<file path="config.mk">
export PLATFORM = sky130hd
export DESIGN_NAME = serial_command_dispatch
export DESIGN_NICKNAME = d
export VERILOG_FILES = /design/src/hw/regmap_store.v /design/src/hw/serial_command_dispatch.v
export VERILOG_INCLUDE_DIRS = /design/src /design/src/hw
export SDC_FILE = /design/constraint.sdc
export NUM_CORES = 2
export LEC_CHECK = 0
export BUFFER_PORTS_ARGS = -buffer_cell sky130_fd_sc_hd__buf_2
export CAP_MARGIN = 20
export CELL_PAD_IN_SITES_DETAIL_PLACEMENT = 0
export CELL_PAD_IN_SITES_GLOBAL_PLACEMENT = 1
export CORE_MARGIN = 2
export CORE_UTILIZATION = 45
export DETAILED_ROUTE_END_ITERATION = 12
export PLACE_DENSITY_LB_ADDON = 0.1
export SLEW_MARGIN = 20
export SYNTH_ARGS = -nofsm -noshare
export SYNTH_HDL_FRONTEND = slang
export SYNTH_SLANG_ARGS = --single-unit
</file>
<file path="constraint.sdc">
create_clock -name clk -period 6.61 [get_ports clk]
set_input_delay 1.6525 -clock clk [delete_from_list [all_inputs] [get_ports clk]]
set_output_delay 1.6525 -clock clk [all_outputs]
set_load 0.02 [all_outputs]
</file>
<file path="src/hw/serial_command_dispatch_consts.vh">
// Constants for the serial command dispatcher: register map offsets,
// command codes, header flag positions, reset values and link operations.
// Assumes it is included by bare name from the design files.
`ifndef SERIAL_COMMAND_DISPATCH_CONSTS_VH
`define SERIAL_COMMAND_DISPATCH_CONSTS_VH

// Header byte flags.
`define HDR_AC_BIT        7
`define HDR_RW_BIT        6

// Register map offsets.
`define ADDR_CLK_CTRL1    8'h00
`define ADDR_CLK_CTRL0    8'h01
`define ADDR_INT_MASK0    8'h04
`define ADDR_ACK_RSSI_HI  8'h0b
`define ADDR_ACK_RSSI_LO  8'h0c
`define ADDR_COMMAND      8'h0f
`define ADDR_ACS_BASE     8'h80
`define ADDR_LBT_THRESH   8'hb0
`define ADDR_RSSI_NOW     8'hb5
`define ADDR_CHIP_ID_HI   8'hfd
`define ADDR_CHIP_ID_LO   8'hfe
`define ADDR_SILICON_REV  8'hff

// Reset values: the two non-zero defaults, and zero for every other register held in storage.
`define CLK_CTRL1_RST     8'h66
`define CLK_CTRL0_RST     8'h09
`define ZERO_RST          8'h00

// Field positions.
`define TIMER_CLK_SEL_BIT 1
`define MASK_RX_READY_BIT 5
`define MASK_TX_READY_BIT 4

// Command codes.
`define CMD_WAKE          8'h08
`define CMD_WAKE_CLIENT   8'h09
`define CMD_WAKE_MASTER   8'h0a
`define CMD_PAIR          8'h0c
`define CMD_ABORT         8'h80
`define CMD_HOST_STANDBY  8'h03
`define CMD_HOST_RX       8'h04
`define CMD_HOST_TX       8'h05
`define CMD_HOST_WAKE     8'h06
`define CMD_HOST_SLEEP    8'h07
`define CMD_TEMP_PAIR     8'h0f
`define CMD_SEND_INFO     8'h10
`define CMD_REGMAP_DFLT   8'hff

// Link manager operation codes.
`define LINK_WAKE         3'h0
`define LINK_WAKE_CLIENT  3'h1
`define LINK_WAKE_MASTER  3'h2
`define LINK_PAIR         3'h3
`define LINK_TEMP_PAIR    3'h4
`define LINK_SEND_INFO    3'h5

`endif

</file>
<file path="src/hw/regmap_store.v">
// Register map storage: 256 bytes, one write port, two read ports.
// Assumes the caller arbitrates writes; read data appear one clock later.
`timescale 1ns/1ps
`default_nettype none

module regmap_store (
	// Clock.
	input  wire       clk,
	// Write port.
	input  wire       wr_en,
	input  wire [7:0] wr_addr,
	input  wire [7:0] wr_data,
	// Host read port.
	input  wire [7:0] rd_addr_a,
	output reg  [7:0] rd_data_a,
	// Channel list read port.
	input  wire [7:0] rd_addr_b,
	output reg  [7:0] rd_data_b
);

	reg [7:0] mem [0:255];

	// Write, then registered reads on both ports.
	always @(posedge clk) begin
		if (wr_en) begin
			mem[wr_addr] <= wr_data;
		end
		rd_data_a <= mem[rd_addr_a];
		rd_data_b <= mem[rd_addr_b];
	end

endmodule

`default_nettype wire

</file>
<file path="src/hw/serial_command_dispatch.v">
// Serial command dispatcher: serial slave, register map decode and the
// command state machine of the transceiver core.
// Assumes serial pins are asynchronous and the radio side shares clk.
`timescale 1ns/1ps
`default_nettype none
`include "serial_command_dispatch_consts.vh"

module serial_command_dispatch #(
	parameter [7:0]  SILICON_REVISION = 8'h01, // Arbitrary value.
	parameter [15:0] CHIP_IDENT       = 16'h0000 // Arbitrary value.
) (
	// Clock and reset.
	input  wire        clk,
	input  wire        rst,
	// Serial host pins.
	input  wire        cs_n,
	input  wire        sclk,
	input  wire        mosi,
	output reg         miso_out,
	output reg         miso_oe,
	// Radio and link manager status.
	input  wire        rx_complete,
	input  wire        tx_complete,
	input  wire        link_done,
	input  wire        link_ok,
	input  wire [7:0]  rssi_now,
	input  wire        ack_rssi_load,
	input  wire [15:0] ack_rssi_value,
	input  wire [3:0]  acs_index,
	// Power and mode control.
	output reg         xtal_enable,
	output reg         sleep_active,
	output reg         timer_clk_sel,
	output reg         rx_enable,
	output reg         tx_enable,
	output reg         abort_pulse,
	// Link manager control.
	output reg         link_start,
	output reg  [2:0]  link_cmd,
	output reg         pair_store,
	output reg         paired,
	// Completion events and table values.
	output reg         rx_done_irq,
	output reg         tx_done_irq,
	output reg  [7:0]  lbt_threshold,
	output wire [7:0]  acs_channel
);

	localparam [5:0] ST_CLEAR   = 6'b000001;
	localparam [5:0] ST_STANDBY = 6'b000010;
	localparam [5:0] ST_SLEEP   = 6'b000100;
	localparam [5:0] ST_RX      = 6'b001000;
	localparam [5:0] ST_TX      = 6'b010000;
	localparam [5:0] ST_LINK    = 6'b100000;

	localparam [2:0] PH_HDR  = 3'b001;
	localparam [2:0] PH_ADDR = 3'b010;
	localparam [2:0] PH_DATA = 3'b100;

	// Default of the clock control byte, kept whole so one field can be picked out.
	localparam [7:0] CLK1_DEFAULT = `CLK_CTRL1_RST;

	reg  [5:0]  state_reg;
	reg  [7:0]  sweep_reg;
	reg         cs_s1, cs_s2, cs_s3;
	reg         sclk_s1, sclk_s2, sclk_s3;
	reg         mosi_s1, mosi_s2;
	reg  [2:0]  phase_reg;
	reg  [2:0]  bit_reg;
	reg  [7:0]  shift_reg;
	reg         is_cmd_reg;
	reg         is_read_reg;
	reg         cmd_have_reg;
	reg  [7:0]  cmd_byte_reg;
	reg  [7:0]  addr_reg;
	reg  [7:0]  miso_shift_reg;
	reg         load_pending_reg;
	reg  [7:0]  mask_reg;
	reg  [15:0] ack_rssi_reg;
	reg         info_pending_reg;
	reg         mem_we;
	reg  [7:0]  mem_waddr;
	reg  [7:0]  mem_wdata;
	reg  [7:0]  rd_value;
	reg         cmd_valid;
	reg  [7:0]  cmd_code;
	wire [7:0]  mem_rdata;
	wire        sclk_rise = sclk_s2 & ~sclk_s3;
	wire        sclk_fall = ~sclk_s2 & sclk_s3;
	wire        cs_active = ~cs_s2;
	wire        cs_release = cs_s2 & ~cs_s3;
	wire [7:0]  byte_in = {shift_reg[6:0], mosi_s2};
	wire        byte_done = cs_active & sclk_rise & (bit_reg == 3'h7);
	wire        host_write = byte_done & (phase_reg == PH_DATA) & ~is_read_reg & ~is_cmd_reg;
	wire        read_only = (addr_reg == `ADDR_SILICON_REV) | (addr_reg == `ADDR_CHIP_ID_HI) |
	                        (addr_reg == `ADDR_CHIP_ID_LO) | (addr_reg == `ADDR_ACK_RSSI_HI) |
	                        (addr_reg == `ADDR_ACK_RSSI_LO) | (addr_reg == `ADDR_RSSI_NOW);

	// Register map storage; the channel list port reads the switching table.
	regmap_store u_store (
		.clk       (clk),
		.wr_en     (mem_we),
		.wr_addr   (mem_waddr),
		.wr_data   (mem_wdata),
		.rd_addr_a (addr_reg),
		.rd_data_a (mem_rdata),
		.rd_addr_b (`ADDR_ACS_BASE | {4'h0, acs_index}),
		.rd_data_b (acs_channel)
	);

	// Two-flop synchronisers for the asynchronous serial pins.
	always @(posedge clk) begin
		if (rst) begin
			cs_s1   <= 1'b1;
			cs_s2   <= 1'b1;
			cs_s3   <= 1'b1;
			sclk_s1 <= 1'b0;
			sclk_s2 <= 1'b0;
			sclk_s3 <= 1'b0;
			mosi_s1 <= 1'b0;
			mosi_s2 <= 1'b0;
		end else begin
			cs_s1   <= cs_n;
			cs_s2   <= cs_s1;
			cs_s3   <= cs_s2;
			sclk_s1 <= sclk;
			sclk_s2 <= sclk_s1;
			sclk_s3 <= sclk_s2;
			mosi_s1 <= mosi;
			mosi_s2 <= mosi_s1;
		end
	end

	// Storage write port: default sweep first, otherwise host writes.
	always @* begin
		mem_we    = 1'b0;
		mem_waddr = addr_reg;
		mem_wdata = byte_in;
		if (state_reg == ST_CLEAR) begin
			mem_we    = 1'b1;
			mem_waddr = sweep_reg;
			if (sweep_reg == `ADDR_CLK_CTRL1) begin
				mem_wdata = `CLK_CTRL1_RST;
			end else if (sweep_reg == `ADDR_CLK_CTRL0) begin
				mem_wdata = `CLK_CTRL0_RST;
			end else begin
				mem_wdata = `ZERO_RST;
			end
		end else if (host_write & ~read_only & (addr_reg != `ADDR_COMMAND)) begin
			mem_we = 1'b1;
		end
	end

	// Read data for the host, with live and read-only locations overlaid.
	always @* begin
		case (addr_reg)
			`ADDR_SILICON_REV: rd_value = SILICON_REVISION;
			`ADDR_CHIP_ID_HI:  rd_value = CHIP_IDENT[15:8];
			`ADDR_CHIP_ID_LO:  rd_value = CHIP_IDENT[7:0];
			`ADDR_ACK_RSSI_HI: rd_value = ack_rssi_reg[15:8];
			`ADDR_ACK_RSSI_LO: rd_value = ack_rssi_reg[7:0];
			`ADDR_RSSI_NOW:    rd_value = rssi_now;
			default:           rd_value = mem_rdata;
		endcase
	end

	// Serial slave: header, address, data with auto increment.
	always @(posedge clk) begin
		if (rst | ~cs_active) begin
			phase_reg        <= PH_HDR;
			bit_reg          <= 3'h0;
			shift_reg        <= 8'h00;
			load_pending_reg <= 1'b0;
			miso_oe          <= 1'b0;
			miso_out         <= 1'b0;
			miso_shift_reg   <= 8'h00;
			if (rst) begin
				is_cmd_reg   <= 1'b0;
				is_read_reg  <= 1'b0;
				cmd_have_reg <= 1'b0;
				cmd_byte_reg <= 8'h00;
				addr_reg     <= 8'h00;
			end else if (cs_release) begin
				cmd_have_reg <= 1'b0;
			end
		end else begin
			if (sclk_rise) begin
				shift_reg <= byte_in;
				bit_reg   <= bit_reg + 3'h1;
			end
			if (byte_done) begin
				case (phase_reg)
					PH_HDR: begin
						is_cmd_reg  <= byte_in[`HDR_AC_BIT];
						is_read_reg <= byte_in[`HDR_RW_BIT];
						phase_reg   <= (byte_in[`HDR_AC_BIT] & ~byte_in[`HDR_RW_BIT]) ? PH_DATA : PH_ADDR;
						cmd_have_reg <= 1'b0;
					end
					PH_ADDR: begin
						addr_reg         <= byte_in;
						phase_reg        <= PH_DATA;
						load_pending_reg <= is_read_reg;
					end
					PH_DATA: begin
						if (is_cmd_reg) begin
							cmd_byte_reg <= byte_in;
							cmd_have_reg <= ~is_read_reg;
						end else begin
							addr_reg         <= addr_reg + 8'h01;
							load_pending_reg <= is_read_reg;
						end
					end
					default: phase_reg <= PH_HDR;
				endcase
			end
			// Read data go out MSB first, changing on the falling edge.
			if (sclk_fall & (phase_reg == PH_DATA) & is_read_reg & ~is_cmd_reg) begin
				miso_oe <= 1'b1;
				if (load_pending_reg) begin
					miso_out         <= rd_value[7];
					miso_shift_reg   <= {rd_value[6:0], 1'b0};
					load_pending_reg <= 1'b0;
				end else begin
					miso_out       <= miso_shift_reg[7];
					miso_shift_reg <= {miso_shift_reg[6:0], 1'b0};
				end
			end
		end
	end

	// Command source: command cycle at chip select release, or a write to 0x0f.
	always @* begin
		cmd_valid = 1'b0;
		cmd_code  = cmd_byte_reg;
		if (cs_release & cmd_have_reg) begin
			cmd_valid = 1'b1;
		end else if (host_write & (addr_reg == `ADDR_COMMAND)) begin
			cmd_valid = 1'b1;
			cmd_code  = byte_in;
		end
	end

	// Shadow copies of fields that steer the block directly.
	always @(posedge clk) begin
		if (rst | (state_reg == ST_CLEAR)) begin
			timer_clk_sel <= CLK1_DEFAULT[`TIMER_CLK_SEL_BIT];
			mask_reg      <= `ZERO_RST;
			lbt_threshold <= `ZERO_RST;
		end else if (host_write) begin
			if (addr_reg == `ADDR_CLK_CTRL1) begin
				timer_clk_sel <= byte_in[`TIMER_CLK_SEL_BIT];
			end
			if (addr_reg == `ADDR_INT_MASK0) begin
				mask_reg <= byte_in;
			end
			if (addr_reg == `ADDR_LBT_THRESH) begin
				lbt_threshold <= byte_in;
			end
		end
	end

	// Master-measured strength, loaded by the link manager only.
	always @(posedge clk) begin
		if (rst) begin
			ack_rssi_reg <= 16'h0000;
		end else if (ack_rssi_load) begin
			ack_rssi_reg <= ack_rssi_value;
		end
	end

	// Command state machine.
	always @(posedge clk) begin
		if (rst) begin
			state_reg        <= ST_CLEAR;
			sweep_reg        <= 8'h00;
			link_start       <= 1'b0;
			link_cmd         <= `LINK_WAKE;
			abort_pulse      <= 1'b0;
			pair_store       <= 1'b0;
			paired           <= 1'b0;
			rx_done_irq      <= 1'b0;
			tx_done_irq      <= 1'b0;
			info_pending_reg <= 1'b0;
		end else begin
			link_start  <= 1'b0;
			abort_pulse <= 1'b0;
			pair_store  <= 1'b0;
			rx_done_irq <= 1'b0;
			tx_done_irq <= 1'b0;
			if (cmd_valid & (cmd_code == `CMD_SEND_INFO)) begin
				info_pending_reg <= 1'b1;
			end
			if (cmd_valid & (cmd_code == `CMD_ABORT) & (state_reg != ST_CLEAR)) begin
				state_reg   <= ST_STANDBY;
				abort_pulse <= 1'b1;
			end else if (cmd_valid & (cmd_code == `CMD_REGMAP_DFLT)) begin
				state_reg <= ST_CLEAR;
				sweep_reg <= 8'h00;
			end else begin
				case (state_reg)
					ST_CLEAR: begin
						sweep_reg <= sweep_reg + 8'h01;
						if (sweep_reg == 8'hff) begin
							state_reg <= ST_STANDBY;
						end
					end
					ST_SLEEP: begin
						if (cmd_valid & (cmd_code == `CMD_HOST_WAKE)) begin
							state_reg <= ST_STANDBY;
						end
					end
					ST_STANDBY: begin
						if (cmd_valid) begin
							case (cmd_code)
								`CMD_HOST_SLEEP: state_reg <= ST_SLEEP;
								`CMD_HOST_RX:    state_reg <= ST_RX;
								`CMD_HOST_TX:    state_reg <= paired ? ST_TX : ST_STANDBY;
								`CMD_WAKE: begin
									state_reg  <= ST_LINK;
									link_start <= 1'b1;
									link_cmd   <= `LINK_WAKE;
								end
								`CMD_WAKE_CLIENT: begin
									state_reg  <= ST_LINK;
									link_start <= 1'b1;
									link_cmd   <= `LINK_WAKE_CLIENT;
								end
								`CMD_WAKE_MASTER: begin
									state_reg  <= ST_LINK;
									link_start <= 1'b1;
									link_cmd   <= `LINK_WAKE_MASTER;
								end
								`CMD_PAIR: begin
									state_reg  <= ST_LINK;
									link_start <= 1'b1;
									link_cmd   <= `LINK_PAIR;
								end
								`CMD_TEMP_PAIR: begin
									state_reg  <= ST_LINK;
									link_start <= 1'b1;
									link_cmd   <= `LINK_TEMP_PAIR;
								end
								default: state_reg <= ST_STANDBY;
							endcase
						end else if (info_pending_reg) begin
							state_reg        <= ST_LINK;
							link_start       <= 1'b1;
							link_cmd         <= `LINK_SEND_INFO;
							info_pending_reg <= 1'b0;
						end
					end
					ST_RX: begin
						if (cmd_valid & (cmd_code == `CMD_HOST_STANDBY)) begin
							state_reg <= ST_STANDBY;
						end else if (rx_complete) begin
							state_reg   <= ST_STANDBY;
							rx_done_irq <= mask_reg[`MASK_RX_READY_BIT];
						end
					end
					ST_TX: begin
						if (cmd_valid & (cmd_code == `CMD_HOST_STANDBY)) begin
							state_reg <= ST_STANDBY;
						end else if (tx_complete) begin
							state_reg   <= ST_STANDBY;
							tx_done_irq <= mask_reg[`MASK_TX_READY_BIT];
						end
					end
					ST_LINK: begin
						if (link_done) begin
							state_reg <= ST_STANDBY;
							if (link_ok & ((link_cmd == `LINK_PAIR) | (link_cmd == `LINK_TEMP_PAIR))) begin
								paired     <= 1'b1;
								pair_store <= (link_cmd == `LINK_PAIR);
							end
						end
					end
					default: state_reg <= ST_STANDBY;
				endcase
			end
		end
	end

	// Registered mode outputs derived from the current state, one clock behind it.
	always @(posedge clk) begin
		if (rst) begin
			xtal_enable  <= 1'b1;
			sleep_active <= 1'b0;
			rx_enable    <= 1'b0;
			tx_enable    <= 1'b0;
		end else begin
			xtal_enable  <= (state_reg != ST_SLEEP);
			sleep_active <= (state_reg == ST_SLEEP);
			rx_enable    <= (state_reg == ST_RX);
			tx_enable    <= (state_reg == ST_TX);
		end
	end

endmodule

`default_nettype wire

</file>
==> key figures <==
Placement
  • HPWL after DPL: between 100,000 and 150,000 µm
  • DP Worst Slack: 1.59 ns
  • Final estimated routing congestion in global placement: 0.820
  • Number of buffer cells added on primary ports: between 60 and 70

Clock network
  • Htree depth: 4
  • Sinks on Clock Net: ~2,200
  • Clock Latency Late Sink: roughly 0.86 ns
  • CTS tree: done
  • Number of buffers on the longest clock path: 3
  • Number of buffers added by the clock tree synthesis step: roughly 220
  • Reg clk slew, reported paths: approximately 0.070 ns
  • CTS hold repair buffers: 0
  • Post-CTS Setup Repair Bufs: 0
  • Clock Tree Root: clkbuf_16
  • Total of cells resized after clock tree synthesis: 0

Floorplan
  • Vert. Die Dim: between 400 and 500 µm
  • I/O pin count: 70
  • Die span in x: 441 µm
  • Placeable core region: 190,000 µm²
  • Die outline area: 194,000 µm²
  • Starting utilization of the core area: 45.2%
  • Number of placement rows: 160

Route
  • Number of design rule violations left after detail routing: 0
  • Final routed wire length divided by cell count: approximately 34 µm
  • Number of search-and-repair iterations in the first detailed-routing pass: 5
  • ANT nets after route: 0
  • Violation count after the first detailed-route iteration: approximately 5,200
  • Via-to-Cell Ratio: approximately 6.2
  • Detailed-route via count: around 44,000
  • Wire length after detailed routing: 246,000 µm

Critical path
  • Critical path peak fanout: 17
  • R2R setup slack: 1.55 ns
  • Critical Path Slowest Stage Cell: nand2_1
  • Critical setup path kind: reg2reg
  • Delay of the slowest critical-path stage: between 0.7 and 0.8 ns
  • Required time reported for the critical path endpoint: ~7.1 ns
  • Arrival time of the worst setup path: 5.53 ns
  • Crit path capture type: register
  • Series of cell instances along the critical path: buf_4, inv_1, ha_1, and3_1, nor4_4, a31oi_1, nor2_1, nand2_1, buf_4, nor2_1
  • Element type at the critical path start: register
  • Number of cell instances on the worst register-to-register path: 10

STA
  • Worst hold slack across all endpoints: approximately 0.43 ns
  • Max_slew headroom: a little under a fifth
  • Top achievable clock speed: about 0.2 GHz
  • Share of the clock period used by the worst path after layout: roughly 77%
  • Summed negative setup slack over all endpoints: 0 ns
  • Number of max-slew violations in the final report: 0
  • Clock skew: between 0.03 and 0.04 ns
  • Worst-case setup margin in the final layout: 1.55 ns
  • Setup repair after global routing missed its margin: false
  • Total setup violations reported at the end of the flow: 0
  • Final hold viol count: 0
  • Time the worst path needs with I/O delays and setup: roughly 5 ns
  • Least-Margin Pin Slew: around 1.2 ns

Final layout
  • Area growth syn-to-layout: 12.3%
  • Filler Cell Count: 15,200
  • Number of flip-flops in the largest register: 2,048
  • Total number of nets in the final design: between 4,000 and 5,000
  • Fraction of layout instances using a drive strength above 1: between 20% and 30%

Flow run
  • Max capacitance violation total: 0

Pwr
  • Power per cell area: 307 nW/µm²
  • Highest ir drop seen on vdd: 0.265 mV
  • Total leakage power: between 30 and 40 nW
  • Design Power: slightly below 30 mW

Yosys
  • Largest area contributor in the netlist: edfxtp_1
  • Sequential area share after synthesis: around 75%
  • Portion of synthesized cell area occupied by the leading cell type: 72.3%
  • Post-Synthesis Cell Area: 85,800 µm²
  • Most instantiated cells after synthesis: edfxtp_1, mux4_2, nor2_1
  • Number of distinct library cell variants in the gate-level netlist after synthesis: between 80 and 90
  • Top flip-flop cell by instance count after synthesis: edfxtp_1
  • FF+latch count, synth: around 2,200
  • Biggest area contributors in the synthesized netlist: edfxtp_1, mux4_2, dfxtp_1, nor2_1, mux2i_1
  • Post-synth net total: between 4,000 and 5,000
  • Number of flops mapped to enable cells by yosys: just over 2,000
  • Cell with the most instances after synthesis: edfxtp_1
  • YS warnings: 0
  • Share of async-settable or async-resettable flops after synthesis: 0%
  • Post-Syn Instances: roughly 4,300
  • Syn avg cell area: roughly 20 µm²

Outcome
  • Outcome: completed

GRT
  • Initial antenna violation count: 12
  • Combined global-route utilization of all metal layers: roughly 25%
  • Wire length of the first global-routing pass: 345,000 µm
  • Via count of the first global-routing pass: 43,600
  • Maximum number of pins on one net before global-route repair: roughly 180
  • Sum of overflow across all layers after global routing: 0

Min path
  • Worst min-delay path category: reg2reg
  • WHS Path Cells: 1
==> routing by layer <==
layer | routed length, µm | track usage (%) | up-vias
met5 | 19 | 0 | -
met4 | 6280 | 6.90 | 2
met3 | 16300 | 3.60 | 304
met2 | 117000 | 39.6 | 1798
met1 | 106000 | 37.6 | 24000
li1 | - | - | 18100
==> metrics by stage <==
stage,util [%],std cells,instance area (µm²)
6_report,50.8,7153,96400
5_1_grt,50.8,7151,96300
4_1_cts,50.8,7149,96300
3_5_place_dp,47.0,6735,89200
3_3_place_gp,47.0,6733,89100
2_1_floorplan,-,4319,85800
==> placed cells by master (no fill, tap or decap), drive strengths merged, types with 8 or more instances in the layout <==
| cell type | count |
|---|---|
| inv | 29 |
| xnor2 | 11 |
| o22ai | 31 |
| o211ai | 10 |
| a21boi | 8 |
| nand4 | 15 |
| edfxtp | 2067 |
| clkinv | 95 |
| a211oi | 23 |
| bufinv | 21 |
| nor3 | 18 |
| and2 | 17 |
| nor2b | 22 |
| nand3 | 49 |
| nand2b | 16 |
| or3 | 9 |
| ha | 9 |
| nand3b | 19 |
| a221oi | 18 |
| a22oi | 95 |
| nand2 | 137 |
| a22o | 18 |
| mux4 | 556 |
| nor4 | 18 |
| nor2 | 374 |
| clkbuf | 277 |
| a31oi | 17 |
| mux2i | 108 |
| dfxtp | 102 |
| a21o | 8 |
| a21oi | 89 |
| buf | 180 |
| o21ai | 41 |
| clkinvlp | 15 |
==> worst max-delay path: cells and delay by family (launching register included) <==
| family | cells | cell delay [ns] |
|---|---|---|
| buffers and inverters | 3 | 0.98 |
| AOI/OAI and AO/OA | 1 | 0.27 |
| and+or+nand+nor | 5 | 2.71 |
| DFF | 1 | 0.47 |
| adders and majority gates | 1 | 0.23 |
==> cells by family (layout without fill, tap and decap cells) <==
| family | after synthesis | count (layout) | synth area share (%) |
|---|---|---|---|
| adders and majority gates | 9 | 9 | 0.131 |
| buffers and inverters | 297 | 617 | 1.70 |
| and+or+nand+nor | 732 | 732 | 3.91 |
| AOI/OAI and AO/OA | 426 | 426 | 3.45 |
| other | 0 | 3 | 0 |
| muxes | 668 | 668 | 15.9 |
| DFF | 2169 | 2169 | 74.7 |
| xor gates and xnor gates | 18 | 18 | 0.184 |
==> final cells by class <==
type | count | area, µm² | area share (%)
flip-flops and latches | 2169 | 64100 | 66.5
multi-input cells | 1853 | 20400 | 21.2
clock buffers | 277 | 5850 | 6.07
well taps | 2511 | 3140 | 3.26
repair buffers | 180 | 1450 | 1.50
clock inverters | 137 | 1320 | 1.37
inverters | 23 | 88.8 | 0.0922
diodes | 3 | 7.51 | 0.00779
==> worst paths after layout <==
path,end,from
worst max-delay path,u_store.mem[175][3],addr_reg[1]
worst min-delay path,cs_s2,cs_s1
worst max register to register,u_store.mem[175][3],addr_reg[1]
worst min register to register,cs_s2,cs_s1
==> power breakdown <==
group / leakage (nW) / internal, mW / switching [mW]
clock network: 3.48 / 7.09 / 5.29
registers: 20.0 / 15.4 / 0.0489
logic: 6.69 / 0.437 / 1.25
total: 30.1 / 23.0 / 6.59
(Power assumes the default switching activity.)
